## src/logic/dcc_pkg.sv

```systemverilog
// dual comparator control: register map, field positions, reset values, modes
// assumes an 8-bit register view behind a 32-bit AXI4-Lite slave
package dcc_pkg;
  // byte addresses of the register words
  localparam logic [7:0] ADDR_CTRL  = 8'h00;
  localparam logic [7:0] ADDR_FLAG  = 8'h04;
  localparam logic [7:0] ADDR_EN    = 8'h08;
  localparam logic [7:0] ADDR_IRQC  = 8'h0C;
  localparam logic [7:0] ADDR_DIR   = 8'h10;
  localparam logic [7:0] ADDR_ADC1  = 8'h14;
  localparam logic [7:0] ADDR_PORTA = 8'h18;
  // field positions
  localparam int CTRL_RES2 = 7;
  localparam int CTRL_RES1 = 6;
  localparam int CTRL_INV2 = 5;
  localparam int CTRL_INV1 = 4;
  localparam int CTRL_CIS  = 3;
  localparam int FLAG_BIT  = 6;
  localparam int EN_BIT    = 6;
  localparam int GIE_BIT   = 7;
  localparam int PERIPHERAL_IRQ_EN_BIT  = 6;
  // values after reset
  localparam logic [2:0] MODE_RST = 3'h7;
  localparam logic [5:0] DIR_RST  = 6'h3F;
  localparam logic [3:0] PCFG_RST = 4'h0;
  // modes of the mode field
  typedef enum logic [2:0] {
    DCC_RESET_OFF = 3'b000,
    DCC_ONE_OUT   = 3'b001,
    DCC_TWO_IND   = 3'b010,
    DCC_TWO_OUT   = 3'b011,
    DCC_TWO_COM   = 3'b100,
    DCC_COM_OUT   = 3'b101,
    DCC_MUX_REF   = 3'b110,
    DCC_OFF       = 3'b111
  } dcc_mode_t;
  localparam logic [1:0] RESP_OKAY   = 2'h0;
  localparam logic [1:0] RESP_SLVERR = 2'h2;

  // word decode shared by read and write paths
  function automatic logic dcc_is_mapped(input logic [7:0] a);
    dcc_is_mapped = (a[1:0] == 2'h0) && (a <= ADDR_PORTA);
  endfunction : dcc_is_mapped
endpackage : dcc_pkg

```

## src/logic/dcc_sync.sv

```systemverilog
// two-flop synchroniser for pin and comparator levels
// assumes inputs asynchronous to i_sys_clk
`timescale 1ns/100ps
module dcc_sync #(
  parameter int W = 2
) (
  input  wire logic         i_sys_clk,
  input  wire logic         i_resetn,
  input  wire logic [W-1:0] i_async,
  output logic      [W-1:0] o_sync
);
  typedef struct packed {
    logic [W-1:0] meta;
    logic [W-1:0] stable;
  } dcc_sync_st_t;
  dcc_sync_st_t s;
  dcc_sync_st_t next_s;

  // first stage only feeds second stage
  always_comb begin
    next_s.meta   = i_async;
    next_s.stable = s.meta;
    if (!i_resetn) begin
      next_s = '0;
    end
  end

  always_ff @(posedge i_sys_clk) begin
    s <= next_s;
  end

  assign o_sync = s.stable;
endmodule : dcc_sync

```

## src/logic/dcc_mode_decode.sv

```systemverilog
// mode decode: comparator power, input muxes, reference and pin routing
// assumes the analog muxes sit outside and follow these selects
`timescale 1ns/100ps
module dcc_mode_decode (
  input  wire logic [2:0] i_mode,
  input  wire logic       i_cis,
  output logic            o_cmp1_on,
  output logic            o_cmp2_on,
  output logic            o_cmp1_neg_hi,
  output logic            o_cmp2_neg_hi,
  output logic            o_ref_to_pos,
  output logic            o_route_pins
);
  // one configuration per mode
  always_comb begin
    o_cmp1_on     = 1'b1;
    o_cmp2_on     = 1'b1;
    o_cmp1_neg_hi = 1'b0;
    o_cmp2_neg_hi = 1'b0;
    o_ref_to_pos  = 1'b0;
    o_route_pins  = 1'b0;
    unique case (dcc_pkg::dcc_mode_t'(i_mode))
      dcc_pkg::DCC_RESET_OFF, dcc_pkg::DCC_OFF: begin
        o_cmp1_on = 1'b0;
        o_cmp2_on = 1'b0;
      end
      dcc_pkg::DCC_ONE_OUT: begin
        o_cmp2_on    = 1'b0;
        o_route_pins = 1'b1;
      end
      dcc_pkg::DCC_TWO_OUT, dcc_pkg::DCC_COM_OUT: begin
        o_route_pins = 1'b1;
      end
      dcc_pkg::DCC_MUX_REF: begin
        o_ref_to_pos  = 1'b1;
        o_cmp1_neg_hi = i_cis;
        o_cmp2_neg_hi = i_cis;
      end
      dcc_pkg::DCC_TWO_IND, dcc_pkg::DCC_TWO_COM: begin
        o_route_pins = 1'b0;
      end
    endcase
  end
endmodule : dcc_mode_decode

```

## src/logic/dcc_top.sv

```systemverilog
// dual comparator control: control register, change flag, pin routing
// assumes AXI4-Lite master on i_sys_clk, raw comparator levels asynchronous
// assumes i_sleep comes from core logic on i_sys_clk and needs no synchroniser
// Behaviour
// - result bits 7 and 6 are read-only
// - result high when positive input exceeds negative
// - bits 5,4 invert result and pin
// - mode 110 input switch picks negative inputs
// - mode field selects eight configurations; the decode treats 000/111, 010/100 and 011/101 alike
// - reset gives mode 111, other bits cleared
// - internal reference only in mode 110
// - routed pins carry unsynchronised results directly
// - direction bits stay pin output enables
// - result change sets change flag
// - flag written zero clears, one sets
// - interrupt only when flag and three enables
// - mismatch keeps setting; control register access ends it
// - change at read moment may be missed; here it is latched and still sets the flag
// - comparators run in sleep; interrupt wakes
// - waking leaves control register unchanged
// - lines 0-3 analog after reset
`timescale 1ns/100ps
module dcc_top (
  input  wire logic        i_sys_clk,
  input  wire logic        i_resetn,
  input  wire logic [7:0]  i_awaddr,
  input  wire logic        i_awvalid,
  output logic             o_awready,
  input  wire logic [31:0] i_wdata,
  input  wire logic [3:0]  i_wstrb,
  input  wire logic        i_wvalid,
  output logic             o_wready,
  output logic [1:0]       o_bresp,
  output logic             o_bvalid,
  input  wire logic        i_bready,
  input  wire logic [7:0]  i_araddr,
  input  wire logic        i_arvalid,
  output logic             o_arready,
  output logic [31:0]      o_rdata,
  output logic [1:0]       o_rresp,
  output logic             o_rvalid,
  input  wire logic        i_rready,
  input  wire logic        i_cmp1_raw,
  input  wire logic        i_cmp2_raw,
  input  wire logic [5:0]  i_porta_pins,
  input  wire logic        i_sleep,
  output logic             o_cmp1_on,
  output logic             o_cmp2_on,
  output logic             o_cmp1_neg_hi,
  output logic             o_cmp2_neg_hi,
  output logic             o_ref_to_pos,
  output logic             o_porta_line4,
  output logic             o_porta_line4_oe,
  output logic             o_porta_line5,
  output logic             o_porta_line5_oe,
  output logic             o_cmp_irq,
  output logic             o_wake
);
  // whole module state: bus slave halves, control fields, change logic
  typedef struct packed {
    logic       aw_have;
    logic       w_have;
    logic [7:0] waddr;
    logic [7:0] wdata;
    logic       wlane;
    logic       bvalid;
    logic [1:0] bresp;
    logic       rvalid;
    logic [7:0] rdata;
    logic [1:0] rresp;
    logic       inv2;
    logic       inv1;
    logic       input_switch_sel;
    logic [2:0] mode;
    logic [1:0] latched;
    logic       flag;
    logic       cmp_change_irq_en;
    logic       peripheral_irq_en;
    logic       global_irq_en;
    logic [5:0] dir;
    logic [3:0] pcfg;
  } dcc_st_t;
  dcc_st_t s;
  dcc_st_t next_s;

  // values derived from the state every cycle
  logic [1:0] res_sync;
  logic [5:0] pins_sync;
  logic [1:0] live;
  logic       mismatch;
  logic       do_write;
  logic       do_read;
  logic       ctrl_access;
  logic       route_pins;
  logic [5:0] analog_mask;

  // comparator results into the clock domain
  dcc_sync #(.W(2)) u_res_sync (
    .i_sys_clk (i_sys_clk),
    .i_resetn  (i_resetn),
    .i_async   ({i_cmp2_raw, i_cmp1_raw}),
    .o_sync    (res_sync)
  );

  // port pins for port reads
  dcc_sync #(.W(6)) u_pin_sync (
    .i_sys_clk (i_sys_clk),
    .i_resetn  (i_resetn),
    .i_async   (i_porta_pins),
    .o_sync    (pins_sync)
  );

  // mode decode drives comparator power and analog mux selects
  dcc_mode_decode u_decode (
    .i_mode        (s.mode),
    .i_cis         (s.input_switch_sel),
    .o_cmp1_on     (o_cmp1_on),
    .o_cmp2_on     (o_cmp2_on),
    .o_cmp1_neg_hi (o_cmp1_neg_hi),
    .o_cmp2_neg_hi (o_cmp2_neg_hi),
    .o_ref_to_pos  (o_ref_to_pos),
    .o_route_pins  (route_pins)
  );

  // live results: raw polarity, inverted on request, zero when powered down
  assign live[0] = o_cmp1_on & (res_sync[0] ^ s.inv1);
  assign live[1] = o_cmp2_on & (res_sync[1] ^ s.inv2);
  // any difference from the latched pair is a pending change
  assign mismatch = (live != s.latched);

  // pins take the raw comparator level, no flops in the path
  // a direction bit of one means input, so the pin stays released
  assign o_porta_line4    = route_pins & (i_cmp1_raw ^ s.inv1);
  assign o_porta_line5    = route_pins & (i_cmp2_raw ^ s.inv2);
  assign o_porta_line4_oe = route_pins & ~s.dir[4];
  assign o_porta_line5_oe = route_pins & ~s.dir[5];

  // lines 0-3 analog while k + cfg < 4
  always_comb begin
    analog_mask = '0;
    for (int k = 0; k < 4; k++) begin
      analog_mask[k] = ({2'b00, s.pcfg} + 6'(k)) < 6'h04;
    end
  end

  // interrupt gating and wake; sleep never touches the registers
  assign o_cmp_irq = s.flag & s.cmp_change_irq_en & s.peripheral_irq_en & s.global_irq_en;
  assign o_wake    = i_sleep & s.flag & s.cmp_change_irq_en;

  // bus handshakes
  assign o_awready = ~s.aw_have & ~s.bvalid;
  assign o_wready  = ~s.w_have & ~s.bvalid;
  assign o_arready = ~s.rvalid;
  // answers come straight from registered state
  assign o_bvalid  = s.bvalid;
  assign o_bresp   = s.bresp;
  assign o_rvalid  = s.rvalid;
  assign o_rresp   = s.rresp;
  assign o_rdata   = {24'h000000, s.rdata};

  // a write applies once both halves are held and no answer is pending
  assign do_write    = s.aw_have & s.w_have & ~s.bvalid;
  assign do_read     = i_arvalid & o_arready;
  assign ctrl_access = (do_write & (s.waddr == dcc_pkg::ADDR_CTRL))
                     | (do_read & (i_araddr == dcc_pkg::ADDR_CTRL));

  // next state of bus slave and registers
  always_comb begin
    next_s = s;
    // capture address and data in either order
    if (i_awvalid & o_awready) begin
      next_s.aw_have = 1'b1;
      next_s.waddr   = i_awaddr;
    end
    if (i_wvalid & o_wready) begin
      next_s.w_have = 1'b1;
      next_s.wdata  = i_wdata[7:0];
      next_s.wlane  = i_wstrb[0];
    end
    // answers drop at the edge that hands them over
    if (s.bvalid & i_bready) begin
      next_s.bvalid = 1'b0;
    end
    if (s.rvalid & i_rready) begin
      next_s.rvalid = 1'b0;
    end
    // write takes effect once both halves are held
    if (do_write) begin
      next_s.aw_have = 1'b0;
      next_s.w_have  = 1'b0;
      next_s.bvalid  = 1'b1;
      next_s.bresp   = dcc_pkg::dcc_is_mapped(s.waddr) ? dcc_pkg::RESP_OKAY : dcc_pkg::RESP_SLVERR;
      // a cleared lane strobe leaves every register as it is
      if (s.wlane) begin
        unique case (s.waddr)
          dcc_pkg::ADDR_CTRL: begin
            next_s.inv2 = s.wdata[dcc_pkg::CTRL_INV2]; // bits 7:6 dropped
            next_s.inv1 = s.wdata[dcc_pkg::CTRL_INV1];
            next_s.input_switch_sel  = s.wdata[dcc_pkg::CTRL_CIS];
            next_s.mode = s.wdata[2:0];
          end
          dcc_pkg::ADDR_FLAG: next_s.flag = s.wdata[dcc_pkg::FLAG_BIT];
          dcc_pkg::ADDR_EN:   next_s.cmp_change_irq_en = s.wdata[dcc_pkg::EN_BIT];
          dcc_pkg::ADDR_IRQC: begin
            next_s.global_irq_en  = s.wdata[dcc_pkg::GIE_BIT];
            next_s.peripheral_irq_en = s.wdata[dcc_pkg::PERIPHERAL_IRQ_EN_BIT];
          end
          dcc_pkg::ADDR_DIR:  next_s.dir  = s.wdata[5:0];
          dcc_pkg::ADDR_ADC1: next_s.pcfg = s.wdata[3:0];
          default: ;
        endcase
      end
    end
    // read data captured at acceptance
    if (do_read) begin
      next_s.rvalid = 1'b1;
      next_s.rresp  = dcc_pkg::dcc_is_mapped(i_araddr) ? dcc_pkg::RESP_OKAY : dcc_pkg::RESP_SLVERR;
      // unmapped or unaligned words read as zero
      unique case (i_araddr)
        dcc_pkg::ADDR_CTRL:  next_s.rdata = {live[1], live[0], s.inv2, s.inv1, s.input_switch_sel, s.mode};
        dcc_pkg::ADDR_FLAG:  next_s.rdata = {1'b0, s.flag, 6'h00};
        dcc_pkg::ADDR_EN:    next_s.rdata = {1'b0, s.cmp_change_irq_en, 6'h00};
        dcc_pkg::ADDR_IRQC:  next_s.rdata = {s.global_irq_en, s.peripheral_irq_en, 6'h00};
        dcc_pkg::ADDR_DIR:   next_s.rdata = {2'b00, s.dir};
        dcc_pkg::ADDR_ADC1:  next_s.rdata = {4'h0, s.pcfg};
        dcc_pkg::ADDR_PORTA: next_s.rdata = {2'b00, pins_sync & ~analog_mask};
        default:             next_s.rdata = 8'h00;
      endcase
    end
    // any control access re-latches the results; a change in that same
    // cycle is latched but still sets the flag through the mismatch
    if (ctrl_access) begin
      next_s.latched = live;
    end
    // mismatch sets the flag and wins over a software clear
    if (mismatch) begin
      next_s.flag = 1'b1;
    end
    // reset last, so it overrides every bus and change update
    if (!i_resetn) begin
      next_s      = '0;
      next_s.mode = dcc_pkg::MODE_RST;
      next_s.dir  = dcc_pkg::DIR_RST;
      next_s.pcfg = dcc_pkg::PCFG_RST;
    end
  end

  // one register stage for the whole state
  always_ff @(posedge i_sys_clk) begin
    s <= next_s;
  end
endmodule : dcc_top

```

## config.mk

```make
export PLATFORM = sky130hd
export DESIGN_NAME = dcc_top
export DESIGN_NICKNAME = d
export VERILOG_FILES = /design/src/logic/dcc_pkg.sv /design/src/logic/dcc_sync.sv /design/src/logic/dcc_mode_decode.sv /design/src/logic/dcc_top.sv
export SDC_FILE = /design/constraint.sdc
export NUM_CORES = 1
export LEC_CHECK = 0
export BUFFER_PORTS_ARGS = -buffer_cell sky130_fd_sc_hd__buf_2
export CAP_MARGIN = 40
export CORE_UTILIZATION = 38
export DETAILED_ROUTE_END_ITERATION = 6
export HOLD_SLACK_MARGIN = 0.06
export PLACE_DENSITY = 0.7
export SETUP_SLACK_MARGIN = 0.05
export SYNTH_ARGS = -nofsm -noshare
export SYNTH_HDL_FRONTEND = slang
export SYNTH_SLANG_ARGS = --single-unit
```

## constraint.sdc

```tcl
create_clock -name i_sys_clk -period 3 [get_ports i_sys_clk]
set_input_delay 0.6 -clock i_sys_clk [delete_from_list [all_inputs] [get_ports i_sys_clk]]
set_output_delay 0.6 -clock i_sys_clk [all_outputs]
set_load 0.02 [all_outputs]
```

# Yosys cells after proc, flatten, opt, wreduce, memory -nomap -nowiden

Index checks and enable logic that the tools add are counted.

Register bits: 71
Input bits: 68
Output and inout bits: 52
Logic and storage cells: 129

Add/sub/neg operators: 3
Order comparisons: 6
Equal/unequal tests: 17
Multiplexer cells: 20
Bitwise gates (word level): 36
Reductions and logical operators: 22

Operators by type and width:

| cell                                                            | number |
|---|---|
| one-hot mux 8 bit (7 select lines)                              | 1 |
| == test 8 x 5 -> 1 bit (second input constant)                  | 5 |
| == test 8 x 4 -> 1 bit (second input constant)                  | 4 |
| 2-to-1 mux 14 bit                                               | 2 |
| bitwise AND 1 bit                                               | 22 |
| AND reduction 3 bit                                             | 6 |
| == test 8 x 3 -> 1 bit (second input constant)                  | 2 |
| less-or-equal comparator 8 x 5 -> 1 bit (second input constant) | 2 |
| logical NOT 8 bit                                               | 2 |
| < comparator 5 x 3 -> 1 bit (second input constant)             | 3 |
| 2-to-1 mux 11 bit                                               | 1 |
| adder 4 x 2 -> 5 bit (second input constant)                    | 2 |
| 2-to-1 mux 1 bit                                                | 10 |
| nonzero test 2 bit                                              | 5 |
| == test 3 bit (second input constant)                           | 3 |
| NOT 1 bit                                                       | 7 |
| bitwise AND 6 bit                                               | 1 |
| 2-to-1 mux 2 bit                                                | 3 |
| 2-to-1 mux 6 bit                                                | 1 |
| NOT 4 -> 6 bit                                                  | 1 |
| OR reduction 3 bit                                              | 2 |
| adder 4 x 1 -> 5 bit (second input constant)                    | 1 |
| logical NOT 2 bit                                               | 2 |
| < comparator 4 x 3 -> 1 bit (second input constant)             | 1 |
| 10 further kinds                                                | 15 |

# Longest topological paths before layout

Depth after elaboration: 7
Mapped depth: 6
Gate-level depth less buffers: 5

# Cells and area by module

Synthesis repeated with hierarchy kept, for this count alone.

Cells, all modules: 397
Area, all modules: 3404.5 µm²

By module, submodules not included:

| module                 | instances | cells each | area each (µm²) | sequential area each (µm²) |
|---|---|---|---|---|
| dcc_top                | 1         | 346        | 2844.0          | 1061.0 |
| dcc_sync at u_pin_sync | 1         | 31         | 381.6           | 240.2 |
| dcc_sync at u_res_sync | 1         | 10         | 120.1           | 80.1 |
| dcc_mode_decode        | 1         | 10         | 58.8            | 0.0 |

# Worst setup path before layout

OpenSTA, ideal clock, no wires.

Kind: register to output
From: register s[18] (netlist name)
To: output o_cmp2_neg_hi
Arrival: 1251 ps
Data required time: 2400 ps
Path slack: 1149 ps
Cell stages (with the launch flop): 5
Path buffers: 1
Cells stage by stage: dfxtp_1 nand2_1 nor2_1 and2_1 buf_4

Word-level cells in the longest chain between the ends: 2

Ends and longest elaborated chain:

| what                     | line           | RTL |
|---|---|---|
| start: declaration       | dcc_top.sv:83  | `dcc_st_t s;` |
| start signal: assignment | dcc_top.sv:250 | `s <= next_s;` |
| == test 3 bit            | n/a            |  |
| 2-to-1 mux 1 bit         | n/a            |  |
| end: declaration         | dcc_top.sv:50  | `output logic o_cmp2_neg_hi,` |

No other way between the ends.

# Worst setup path after layout

From: register s[16] (netlist name)
To: output o_cmp1_on

Word-level cells in the longest chain between the ends: 3
Elaborated cells between the ends (all ways): 4
Classes of those cells: 1 x eq/ne; 1 x mux; 2 x reduce/logical

Ends and longest elaborated chain:

| what                                               | line                  | RTL |
|---|---|---|
| == test 3 bit or logical NOT 3 bit (tied branches) | dcc_mode_decode.sv:22 | `unique case (dcc_pkg::dcc_mode_t'(i_mode))` |
| OR reduction 2 bit *                               | n/a                   |  |
| 2-to-1 mux 1 bit *                                 | dcc_mode_decode.sv:22 |  |
| end: declaration                                   | dcc_top.sv:47         | `output logic o_cmp1_on,` |

Every way passes the cells marked *; elsewhere a longest branch is shown, timed or not.

==> flow_metrics.tcl <==
set metrics [dict create \
    synth.area.top_cells "sky130_fd_sc_hd__dfxtp_1 (42%), sky130_fd_sc_hd__buf_4 (8.6%), sky130_fd_sc_hd__nand2_1 (5.6%), sky130_fd_sc_hd__a21oi_1 (5.5%), sky130_fd_sc_hd__o21ai_0 (4.5%)" \
    initial_core_util_pct 39.8 \
    detail_route.vias_per_cell 4.94 \
    drive_gt1_share_pct 21.5 \
    cp_data_arrival_time_ps 1390 \
    grt_pass1_wl_um 11500 \
    final.hold.worst_slack_ps 434 \
    cts_repair_resize_count 0 \
    grt_start_max_net_pins 35 \
    fin_tns_setup_ps 0 \
    power_frac_comb_pct 9.8 \
    mostFrequentLayoutCells "sky130_fd_sc_hd__dfxtp_1 (69), sky130_fd_sc_hd__buf_2 (66), sky130_fd_sc_hd__nand2_1 (49)" \
    fp.dieW_um 95.3 \
    internal_power_uw 1670 \
    groute.usage.overall_pct 16.5 \
    num-nets-final 517 \
    cts.repair_timing.setup_buffer_count 0 \
    launch_point_of_the_worst_hold_path "u_pin_sync.s[8]" \
    clk-insertion-delay-late_ps 340 \
    fraction_of_registers_with_async_set_reset_pct 0 \
    rsz0062_at_grt "false" \
    core_area_mm2 0.00830 \
    power_uw 2200 \
    timing.critical_path.to_type "primary output" \
    dr.pass1.iters 4 \
    pwr-share-seq_pct 44.3 \
    setup_violations 0 \
    cts_hold_buffers_added 0 \
    synth_cell_type_count 46 \
    ys_ff_latch 69 \
    seq_area_frac_synth_pct 41.8 \
    hold_depth 1 \
    placement.io_buffers 66 \
    hpwl_um 5250 \
    cts_htree_levels 3 \
    post_dp_cell_area_mm2 0.00352 \
    synth_enable_flop_cells 0 \
    layout_commonest_cell "sky130_fd_sc_hd__dfxtp_1" \
    cts-buffers-inserted 9 \
    timing.setup.critical_path_class "register to primary output" \
    run_status "finished clean" \
    cap_violations 0 \
    avgSynthCellArea_um2 8.30 \
    r2r-start "o_bvalid" \
    p_switching_uw 539 \
    critical_path_peak_fanout 7 \
    antenna_cells_inserted 0 \
    whs_endpoint "u_pin_sync.o_sync[2]" \
    worst_setup_path_start_kind "register" \
    post-route-drc-count 0 \
    clockPowerShare_pct 45.9 \
    detail_route.wirelength_um 7090 \
    area_delta_synth_final_pct 14.6 \
    drtIter0Drc 149 \
    timing.final.max_slew_violations 0 \
    yosysTopAreaCellShare_pct 41.8 \
    die-area_mm2 0.00907 \
    floorplan.die.height_um 95.3 \
    stdcell_area_mm2 0.00379 \
    cts_sinks 69 \
    reg2reg_slack_ps 1350 \
    clock-skew-final_ps 8.48 \
    fin_crit_ps 1990 \
    gp_congestion 0.811 \
    overflow 0 \
    cts-root-to-sink-buffers 2 \
    synth_top_flop_cell "sky130_fd_sc_hd__dfxtp_1" \
    postRouteAntennaNets 0 \
    synthesis.area_mm2 0.00330 \
    worst_hold_path_type "register to register" \
    nFillCells 837 \
    data_required_time_at_the_worst_endpoint_ps 2400 \
    post_drt_wl_per_cell_um 12.7 \
    clk_pin_slew_ps 80 \
    static-leakage-power_uw 0.00161 \
    cts_tree "yes" \
    synth_cells 398 \
    yosys.area.top_type "sky130_fd_sc_hd__dfxtp_1" \
    ios 120 \
    antenna_found_initial 0 \
    yosysWarnings 0 \
    worst_r2r_path_depth 4 \
    ctsRootBufferMaster "sky130_fd_sc_hd__clkbuf_8" \
    first_global_vias 2500 \
    min_period_over_period_pct 66.3 \
    power.switching_fraction_pct 24.4 \
    r2r_end "s[6]" \
    max_freq_mhz 503 \
    hold_viol_final 0 \
    routed-via-count 2752 \
    vdd.ir_drop.worst_mv 0.260 \
    fp-row-count 33 \
    pwr_per_cell_area_mw_per_mm2 582 \
]
sequential cells by signal, summed over array words and instances (netlist names):
| register | flops |
|---|---|
| o_bresp | 1 |
| o_bvalid | 1 |
| o_rdata | 8 |
| o_rresp | 1 |
| o_rvalid | 1 |
| s | 41 |
| u_pin_sync.o_sync | 6 |
| u_pin_sync.s | 6 |
| u_res_sync.o_sync | 2 |
| u_res_sync.s | 2 |
worst max-delay path: stages, from the launching register on:
cell	delay (ps)
sky130_fd_sc_hd__dfxtp_1	480
sky130_fd_sc_hd__and3_1	320
sky130_fd_sc_hd__nor2_1	80
sky130_fd_sc_hd__buf_2	170
metal layers:
| layer | up-vias | GRT usage, % | routed length (um) | share of wire, % |
|---|---|---|---|---|
| met2 | 81 | 25.4 | 3160 | 45 |
| met1 | 1247 | 21.7 | 3450 | 49 |
| met4 | 0 | 7.58 | 104 | 1.5 |
| met3 | 11 | 4.07 | 377 | 5.3 |
| met5 | - | 0 | 0 | 0 |
| li1 | 1413 | - | - | - |
power groups by stage:
stage | sequential, uW | combinational, uW | clock (uW)
final | 976 | 216 | 1010
after global routing | 982 | 241 | 1070
after CTS | 977 | 215 | 1030
after detailed placement | 998 | 215 | 0
after global placement | 996 | 212 | 0
after floorplan | 991 | 184 | 0
cell type report:
| class | count | area (um2) | share of cell area [%] |
|---|---|---|---|
| timing repair buffer | 69 | 353 | 9.32 |
| inverter | 10 | 37.5 | 0.991 |
| clock buffer | 9 | 124 | 3.27 |
| tap | 105 | 131 | 3.47 |
| clock inverter | 7 | 146 | 3.87 |
| sequential | 69 | 1380 | 36.5 |
| multi-input combinational | 288 | 1610 | 42.6 |
per-stage QoR:
step	utilization, %	cells	worst slack (ps)
2_1_floorplan	-	423	1150
3_3_place_gp	42.4	541	1200
3_5_place_dp	42.4	541	1170
4_1_cts	45.6	557	998
5_1_grt	45.6	557	908
6_report	45.6	557	1010
worst max-delay path by stage:
| stage | from | to | slack [ps] | depth (start not counted) |
|---|---|---|---|---|
| 3_5_place_dp | i_araddr[5] | o_rdata[3] | 1170 | 5 |
| 5_1_grt | s[16] | o_cmp1_on | 910 | 3 |
| 4_1_cts | s[16] | o_cmp1_on | 1000 | 3 |
| 6_report | s[16] | o_cmp1_on | 1010 | 3 |
| 2_1_floorplan | s[18] | o_cmp2_neg_hi | 1150 | 4 |
| 3_3_place_gp | i_araddr[5] | o_rdata[3] | 1200 | 5 |
Yosys cell counts (2+ instances only):
| master | number |
|---|---|
| sky130_fd_sc_hd__a21oi_1 | 36 |
| sky130_fd_sc_hd__a2bb2oi_1 | 2 |
| sky130_fd_sc_hd__a31oi_1 | 5 |
| sky130_fd_sc_hd__a32o_1 | 4 |
| sky130_fd_sc_hd__and2_1 | 22 |
| sky130_fd_sc_hd__and3_1 | 5 |
| sky130_fd_sc_hd__and3b_1 | 2 |
| sky130_fd_sc_hd__and4_4 | 2 |
| sky130_fd_sc_hd__buf_2 | 4 |
| sky130_fd_sc_hd__buf_4 | 38 |
| sky130_fd_sc_hd__clkbuf_1 | 12 |
| sky130_fd_sc_hd__dfxtp_1 | 69 |
| sky130_fd_sc_hd__ha_1 | 2 |
| sky130_fd_sc_hd__inv_1 | 9 |
| sky130_fd_sc_hd__mux2_2 | 4 |
| sky130_fd_sc_hd__mux2i_1 | 10 |
| sky130_fd_sc_hd__nand2_1 | 49 |
| sky130_fd_sc_hd__nand3_1 | 24 |
| sky130_fd_sc_hd__nand4_1 | 6 |
| sky130_fd_sc_hd__nor2_1 | 24 |
| sky130_fd_sc_hd__nor2b_1 | 4 |
| sky130_fd_sc_hd__nor3_1 | 5 |
| sky130_fd_sc_hd__nor3_2 | 2 |
| sky130_fd_sc_hd__o2111ai_1 | 2 |
| sky130_fd_sc_hd__o21ai_0 | 30 |
| sky130_fd_sc_hd__or3_1 | 2 |
| sky130_fd_sc_hd__xnor2_1 | 5 |
kinds of logic after synthesis:
group | count (synthesis) | synth area share, %
XOR/XNOR | 5 | 1.33
AO/OA/AOI/OAI | 85 | 14.7
buffers and inverters | 66 | 12.2
adder cells (fa/ha/maj) | 2 | 0.757
other | 1 | 0.113
flip-flops | 69 | 41.8
AND/OR/NAND/NOR | 156 | 24.7
multiplexers | 14 | 4.39
Power figures use the tool's default switching activity.
